--- src/lane_err_map.svh ---
`ifndef LANE_ERR_MAP_SVH
`define LANE_ERR_MAP_SVH

// Register offsets on the configuration port
`define ADDR_LANE6_CTRL 12'h486
`define ADDR_LANE7_CTRL 12'h487
`define ADDR_LANE0_SAT 12'h488

// Field positions inside the lane control and saturate registers
`define ENA_MSB 5
`define ENA_LSB 3
`define CLR_MSB 2
`define CLR_LSB 0
`define SAT_MSB 2
`define SAT_LSB 0

// Error type positions within every 3-bit field
`define ERR_UNEXP_CTRL 2
`define ERR_INVALID 1
`define ERR_DISP 0

// Reset values and writable masks
`define CTRL_RESET 8'h3f
`define CTRL_WMASK 8'h3f
`define SAT_RESET 8'h07
`define SAT_WMASK 8'h07
`define READ_ZERO 8'h00

// Counter limits
`define COUNT_MAX 8'hff
`define COUNT_ZERO 8'h00
`define COUNT_STEP 8'h01

`endif

--- src/lane_err_pkg.sv ---
package lane_err_pkg;
    // One error counter value
    typedef logic [7:0] count_t;
    // One bit per error type: unexpected control, invalid code, disparity
    typedef logic [2:0] err_vec_t;
    // Register offset on the configuration port
    typedef logic [11:0] reg_addr_t;
endpackage : lane_err_pkg

--- src/lane_err_counters.sv ---
`timescale 1ns/10ps
`include "lane_err_map.svh"

module lane_err_counters (
    input wire logic mclk,
    input wire logic rst_n,
    input wire logic soft_reset,
    input wire lane_err_pkg::err_vec_t errors,
    input wire lane_err_pkg::err_vec_t enables,
    input wire lane_err_pkg::err_vec_t clears,
    input wire lane_err_pkg::err_vec_t saturate,
    output lane_err_pkg::count_t counts [3]
);

    lane_err_pkg::count_t next_counts [3];

    // One counter per error type, indexed by the field bit position
    for (genvar i = 0; i < 3; i++) begin : g_cnt
        // Clear dominates so a held clear bit pins the counter at zero
        always_comb begin
            next_counts[i] = counts[i];
            if (clears[i] || soft_reset) begin
                next_counts[i] = `COUNT_ZERO;
            end else if (enables[i] && errors[i]) begin
                if (saturate[i] && (counts[i] == `COUNT_MAX)) begin
                    next_counts[i] = `COUNT_MAX;
                end else begin
                    next_counts[i] = counts[i] + `COUNT_STEP;
                end
            end
        end

        always_ff @(posedge mclk or negedge rst_n) begin
            if (!rst_n) begin
                counts[i] <= `COUNT_ZERO;
            end else begin
                counts[i] <= next_counts[i];
            end
        end
    end

endmodule : lane_err_counters

--- src/lane_decode_error_counters.sv ---
//Contract
//- Field bit 2 unexpected control, bit 1 invalid code, bit 0 disparity.
//- Lanes 6 and 7 enable bits [5:3] gate counting, reset to all on.
//- Clear bits [2:0] hold the matching counter at zero, reset to 0x7.
//- With saturate bit set, counter stops at 0xff until the user clears it.
//- With saturate bit clear, counter wraps from maximum to zero.
//- Lane 0 saturate field at bits [2:0], one per type, reset 0x7.
`timescale 1ns/10ps
`include "lane_err_map.svh"

module lane_decode_error_counters (
    input wire logic mclk,
    input wire logic rst_n,
    input wire logic deserializer_core_soft_reset,
    input wire lane_err_pkg::reg_addr_t reg_addr,
    input wire logic reg_write,
    input wire logic [7:0] reg_wdata,
    output logic [7:0] reg_rdata,
    input wire lane_err_pkg::err_vec_t lane0_errors,
    input wire lane_err_pkg::err_vec_t lane6_errors,
    input wire lane_err_pkg::err_vec_t lane7_errors,
    input wire lane_err_pkg::err_vec_t lane0_count_enables,
    input wire lane_err_pkg::err_vec_t lane0_count_clears,
    input wire lane_err_pkg::err_vec_t lane6_saturate_enables,
    input wire lane_err_pkg::err_vec_t lane7_saturate_enables,
    output lane_err_pkg::count_t lane0_counts [3],
    output lane_err_pkg::count_t lane6_counts [3],
    output lane_err_pkg::count_t lane7_counts [3]
);

    logic [7:0] lane6_error_count_control;
    logic [7:0] lane7_error_count_control;
    logic [7:0] lane0_error_count_saturate;
    logic [7:0] next_lane6_ctrl;
    logic [7:0] next_lane7_ctrl;
    logic [7:0] next_lane0_sat;
    logic [7:0] next_rdata;

    // Register writes; reserved bits are masked so they always read zero
    always_comb begin
        next_lane6_ctrl = lane6_error_count_control;
        next_lane7_ctrl = lane7_error_count_control;
        next_lane0_sat = lane0_error_count_saturate;
        if (reg_write) begin
            unique case (reg_addr)
                `ADDR_LANE6_CTRL: next_lane6_ctrl = reg_wdata & `CTRL_WMASK;
                `ADDR_LANE7_CTRL: next_lane7_ctrl = reg_wdata & `CTRL_WMASK;
                // Taken at any time; only safe while the core is in soft reset
                `ADDR_LANE0_SAT: next_lane0_sat = reg_wdata & `SAT_WMASK;
                default: ;
            endcase
        end
    end

    // Read mux registered so the data port comes from a flip-flop
    always_comb begin
        unique case (reg_addr)
            `ADDR_LANE6_CTRL: next_rdata = next_lane6_ctrl;
            `ADDR_LANE7_CTRL: next_rdata = next_lane7_ctrl;
            `ADDR_LANE0_SAT: next_rdata = next_lane0_sat;
            default: next_rdata = `READ_ZERO;
        endcase
    end

    // Defaults leave every lane 6 and lane 7 counter enabled but held in clear
    always_ff @(posedge mclk or negedge rst_n) begin
        if (!rst_n) begin
            lane6_error_count_control <= `CTRL_RESET;
            lane7_error_count_control <= `CTRL_RESET;
            lane0_error_count_saturate <= `SAT_RESET;
            reg_rdata <= `READ_ZERO;
        end else begin
            lane6_error_count_control <= next_lane6_ctrl;
            lane7_error_count_control <= next_lane7_ctrl;
            lane0_error_count_saturate <= next_lane0_sat;
            reg_rdata <= next_rdata;
        end
    end

    // Lane 0: enables and clears come from input ports, saturate from its register
    lane_err_counters u_lane0 (
        .mclk(mclk),
        .rst_n(rst_n),
        .soft_reset(deserializer_core_soft_reset),
        .errors(lane0_errors),
        .enables(lane0_count_enables),
        .clears(lane0_count_clears),
        .saturate(lane0_error_count_saturate[`SAT_MSB:`SAT_LSB]),
        .counts(lane0_counts)
    );

    // Lane 6: enable and clear fields from its control register
    lane_err_counters u_lane6 (
        .mclk(mclk),
        .rst_n(rst_n),
        .soft_reset(deserializer_core_soft_reset),
        .errors(lane6_errors),
        .enables(lane6_error_count_control[`ENA_MSB:`ENA_LSB]),
        .clears(lane6_error_count_control[`CLR_MSB:`CLR_LSB]),
        .saturate(lane6_saturate_enables),
        .counts(lane6_counts)
    );

    // Lane 7: enable and clear fields from its control register
    lane_err_counters u_lane7 (
        .mclk(mclk),
        .rst_n(rst_n),
        .soft_reset(deserializer_core_soft_reset),
        .errors(lane7_errors),
        .enables(lane7_error_count_control[`ENA_MSB:`ENA_LSB]),
        .clears(lane7_error_count_control[`CLR_MSB:`CLR_LSB]),
        .saturate(lane7_saturate_enables),
        .counts(lane7_counts)
    );

endmodule : lane_decode_error_counters

--- config.mk ---
export PLATFORM = sky130hd
export DESIGN_NAME = lane_decode_error_counters
export DESIGN_NICKNAME = d
export VERILOG_FILES = /design/src/lane_err_pkg.sv /design/src/lane_err_counters.sv /design/src/lane_decode_error_counters.sv
export VERILOG_INCLUDE_DIRS = /design/src
export SDC_FILE = /design/constraint.sdc
export NUM_CORES = 1
export LEC_CHECK = 0
export BUFFER_PORTS_ARGS = -buffer_cell sky130_fd_sc_hd__clkbuf_2
export CAP_MARGIN = 20
export CORE_AREA = 2 2 116 118
export DETAILED_ROUTE_END_ITERATION = 16
export DIE_AREA = 0 0 118 120
export SYNTH_ARGS = -nofsm -noshare
export SYNTH_HDL_FRONTEND = slang
export SYNTH_SLANG_ARGS = --single-unit
--- constraint.sdc ---
create_clock -name mclk -period 1.5 [get_ports mclk]
set_input_delay 0.225 -clock mclk [delete_from_list [all_inputs] [get_ports mclk]]
set_output_delay 0.225 -clock mclk [all_outputs]
set_load 0.02 [all_outputs]
-- Yosys cells after proc, flatten, opt, wreduce, memory -nomap -nowiden
Cells that the tools add are included.
- register bits: 104
- output and inout bits: 80
- $add $sub $neg: 9
- equality and inequality tests: 12
- multiplexer cells: 34
- reduce and logical (&&, ||, !) cells: 36
- operators by type and width (kind ; number):
    8-bit 2-to-1 mux ; 33
    8-bit by 1-bit adder with 8-bit output (second input constant) ; 9
    8-bit == test (second input constant) ; 9
    12-bit by 11-bit == test with 1-bit output (second input constant) ; 3
    8-bit one-hot mux with 3 select lines ; 1
    1-bit logical AND ; 18
    2-bit nonzero test ; 9
    1-bit logical OR ; 9

-- Longest topological paths before layout
- depth in word-level cells: 5
- depth in mapped cells: 6

-- Cells and area by module
Synthesis repeated with hierarchy kept, for this count alone.
- cell total of the unflattened synthesis: 510
- area total of the unflattened synthesis: 5462.7 µm²
- by module, submodules not included (module ; times used ; cells an instance ; area an instance (µm²) ; seq. area each (µm²)):
    lane_err_counters ; 3 ; 133 ; 1325.0 ; 600.6
    lane_decode_error_counters ; 1 ; 111 ; 1487.7 ; 819.5

-- Worst setup path after synthesis
No wires, ideal clock.
- path kind: reg-to-reg
- start point: register u_lane7.counts[8] (netlist name)
- end point: register u_lane7.counts[13] (netlist name)
- library setup time: 0.082 ns
- data arrival time: 1.540 ns
- path slack: -0.122 ns
- cell stages (with the launch flop): 6
- clock period less this slack: 1.622 ns
- cell sequence: dfrtp_1 > ha_1 > inv_1 > or4_1 > clkbuf_1 > a31oi_1
- word-level cells in the longest chain between the ends: 5
- elaborated cells on any way between the ends: 6
- those cells by class: add/sub: 1; eq/ne: 1; mux: 3; reduce/logical: 1
- ends and longest elaborated chain (element ; line ; source):
    start: declaration ; lane_err_counters.sv:12 ; output lane_err_pkg::count_t counts [3]
    start signal: indexed assignment ; lane_err_counters.sv:35 ; counts[i] <= `COUNT_ZERO;
    start signal: indexed assignment ; lane_err_counters.sv:37 ; counts[i] <= next_counts[i];
    branches (longest 2 deep; another with 8-bit by 1-bit adder with 8-bit output) ; n/a ;
    8-bit 2-to-1 mux * ; lane_err_counters.sv:25 ; if (saturate[i] && (counts[i] == `COUNT_MAX)) begin
    8-bit 2-to-1 mux * ; lane_err_counters.sv:24 ; end else if (enables[i] && errors[i]) begin
    8-bit 2-to-1 mux * ; lane_err_counters.sv:22 ; if (clears[i] || soft_reset) begin
Mark *: on every way between the ends. The select of a mux whose other input is x is not followed.
A chain may end at the register's enable or synchronous reset.

-- Final worst setup path
- start point: register u_lane7.counts[16] (netlist name)
- end point: register u_lane7.counts[16] (netlist name)
Same word-level chain as after synthesis.

==> impl_metrics.toml <==
[flow_run]
drv_cap = 0

[timing]
worst_slack_ns = 0.0821
worst_pin_slew_ns = 0.407
max_slew_margin_pct = 72.8
clock.fmax_ghz = 0.705
finalHoldViolations = 0
post-route-period-util_pct = 94.5
fin_crit_ns = 1.42
fin_setup_tns_ns = 0
rsz0062_at_grt = "false"
drv_slew = 0
setup_viol = 0
finClkSkew_ns = 0.00411

[placement]
gp_congestion = 0.854
hpwl_um = 9700
io_buffer_count = 122
dp_slack_ns = -0.153

[critical_path]
cp.required_ns = 1.76
max_stage_delay_ns = 0.44
end_kind = "flop"
worst-setup-path-type = "flop to flop"
crit_family = "simple AND/OR/NAND/NOR gates"
crit_fanout = 7
cp-start-kind = "flop"
cp_slowest_cell = "or3_1"
worstPathArrival_ns = 1.68
worst-path-buf-inv = 0
cp_cell_sequence = "ha_1 > nand3_1 > or3_1 > a31oi_1"

[clock_tree]
clockBufferDepth = 2
tritoncts = "built"
cts-htree-levels = 3
clock_latency_ns = 0.34
cts.clk_slew.worst_paths_ns = 0.06
cts_made_buffers = 9
clock-root-buffer = "clkbuf_16"
cts_sinks = 104

[grt]
grt_pass1_vias = 4470
grt_max_degree = 31
grt_antenna_before_repair = 0
grt-ovfl-total = 0
grt_usage_pct = 18.9
grt_first_pass_wirelength_um = 21800

[drt]
wl_um = 12700
drc_errors = 0
postRouteAntennaNets = 0
drt-pass1-iter-count = 7
drtIter0Drc = 373
via_per_inst = 5.49
vias = 4714
post_drt_wl_per_cell_um = 14.8

[floorplan]
rows = 42
io_pins = 125
start_util_pct = 39.2
die_h_um = 120
coreArea_mm2 = 0.0130
die_area_mm2 = 0.0142
die_w_um = 118

[yosys]
synthCells = 503
synthTopCellsByArea = "dfrtp_1 (44%), dfstp_2 (7.8%), a31oi_1 (6.5%)"
avgSynthCellArea_um2 = 10.1
synth_cell_types = 44
yosys_register_bits = 104
ys_seq_area_share_pct = 51.6
yosys.area.top_type = "dfrtp_1"
synth_top_area_share_pct = 43.8
synth_area_mm2 = 0.00508
syn_nets = 557
synth_warnings = 0

[power_and_ir_drop]
power_w = 0.00574
power_density_mw_per_mm2 = 855
cellLeakagePower_nw = 3.16
vdd_ir_drop_max_mv = 0.527

[run_status]
outcome = "finished, final reports clean"

[hold_path]
holdCritPathClass = "primary input to flop"

[cells_and_area]
antenna-diode-count = 0
area_growth_pct = 32.0
drive_above_1_share_pct = 36.2
n_fill_cell = 1209
final_nets = 731
[Yosys cell counts, drive strengths merged]
cell,n
a211oi,8
nor3,21
nand4,13
nand3,21
dfstp,15
buf,3
o311a,2
and3,17
a21boi,3
and2,17
or4,1
nor2b,4
inv,14
nor4,3
mux2i,3
or3,6
clkbuf,10
o21a,3
o21ai,46
o21bai,3
nand4bb,1
nor4b,2
and4,9
a22o,5
a221o,3
and4b,1
ha,9
or2,7
a22oi,3
nor2,35
mux2,15
and3b,1
a222oi,3
a31oi,53
a311oi,3
o211a,2
dfrtp,89
a21oi,16
nand2,29
nor3b,4
[area by class of cell]
type | instances | area [um^2] | area share [%]
tap | 176 | 220 | 3.28
clock inverter | 2 | 60.1 | 0.895
timing repair buffer | 176 | 1060 | 15.8
multi-input combinational | 372 | 2410 | 35.9
sequential | 104 | 2630 | 39.1
inverter | 14 | 52.6 | 0.783
clock buffer | 14 | 284 | 4.23
[kinds of logic (layout without fill, tap and decap cells)]
| kind of cell | after synthesis | count (layout) | share of synthesized area, % |
|---|---|---|---|
| mux | 18 | 18 | 4.36 |
| buf+inv | 27 | 206 | 2.19 |
| fa+ha+maj | 9 | 9 | 2.21 |
| simple gates | 192 | 192 | 20.8 |
| flops | 104 | 104 | 51.6 |
| compound gates | 153 | 153 | 18.9 |
[final timing paths]
| check | from | slack, ns | depth (start not counted) | to |
|---|---|---|---|---|
| max | u_lane7.counts[16] | 0.08 | 4 | u_lane7.counts[16] |
| min | reg_wdata[3] | 0.16 | 2 | lane7_error_count_control[3] |
| max reg2reg | u_lane7.counts[16] | 0.08 | 4 | u_lane7.counts[16] |
| min reg2reg | lane0_error_count_saturate[6] | 0.49 | 1 | lane0_error_count_saturate[6] |
| max in group asynchronous | rst_n | 0.60 | 3 | lane6_error_count_control[3] |
| min in group asynchronous | rst_n | 0.34 | 2 | u_lane6.counts[11] |
[placed cells by master, fill, tap and decap left out, types with 4 or more instances in the layout]
cell       count
a211oi_1       8
a21oi_1       16
a22o_1         5
a31oi_1       53
and2_1        17
and3_1        17
and4_1         8
buf_4         51
clkbuf_16      9
clkbuf_2     121
clkbuf_8       4
dfrtp_1       84
dfrtp_2        5
dfstp_2       15
ha_1           7
inv_1         14
mux2_2         9
mux2_4         6
nand2_1       29
nand3_1       21
nand4_1       13
nor2_1        35
nor3_1        18
o21ai_0       46
or2_2          6
[state kept, by name, indices dropped and copies added, names as in the netlist]
name                        count
u_lane0.counts                 24
lane0_error_count_saturate      8
reg_rdata                       8
u_lane7.counts                 24
u_lane6.counts                 24
lane6_error_count_control       8
lane7_error_count_control       8
[per-stage QoR]
step / cell area [um^2] / utilization (%) / cells / hold slack, ns
after detailed placement: 6310 / 48.6 / 840 / 0.173
after global routing: 6710 / 51.7 / 858 / 0.143
after global placement: 6310 / 48.6 / 840 / 0.170
after CTS: 6660 / 51.3 / 857 / 0.143
final: 6710 / 51.7 / 858 / 0.160
after floorplan: 5100 / - / 503 / -0.0706
[what timing repair did]
action,4_1_cts,5_1_grt
resized for setup,0,11
endpoints found under the setup margin,0,28
buffers inserted,0,1
hold buffers,1,0
hold endpoints to repair,22,0
[where the power goes]
group          internal, W  switching [W]
clock network      0.00164       0.000972
registers          0.00282     0.00000872
logic             0.000114       0.000181
total              0.00457        0.00116
[per-layer routing]
metal	up-vias	part of all wire [%]	wire length, um	global-route usage [%]
li1	2272	-	-	-
met2	123	47	5970	29.7
met3	8	5.3	676	5.51
met5	-	0	0	0
met4	0	0.76	97	3.99
met1	2311	47	6000	26.1
(Power assumes the default switching activity.)
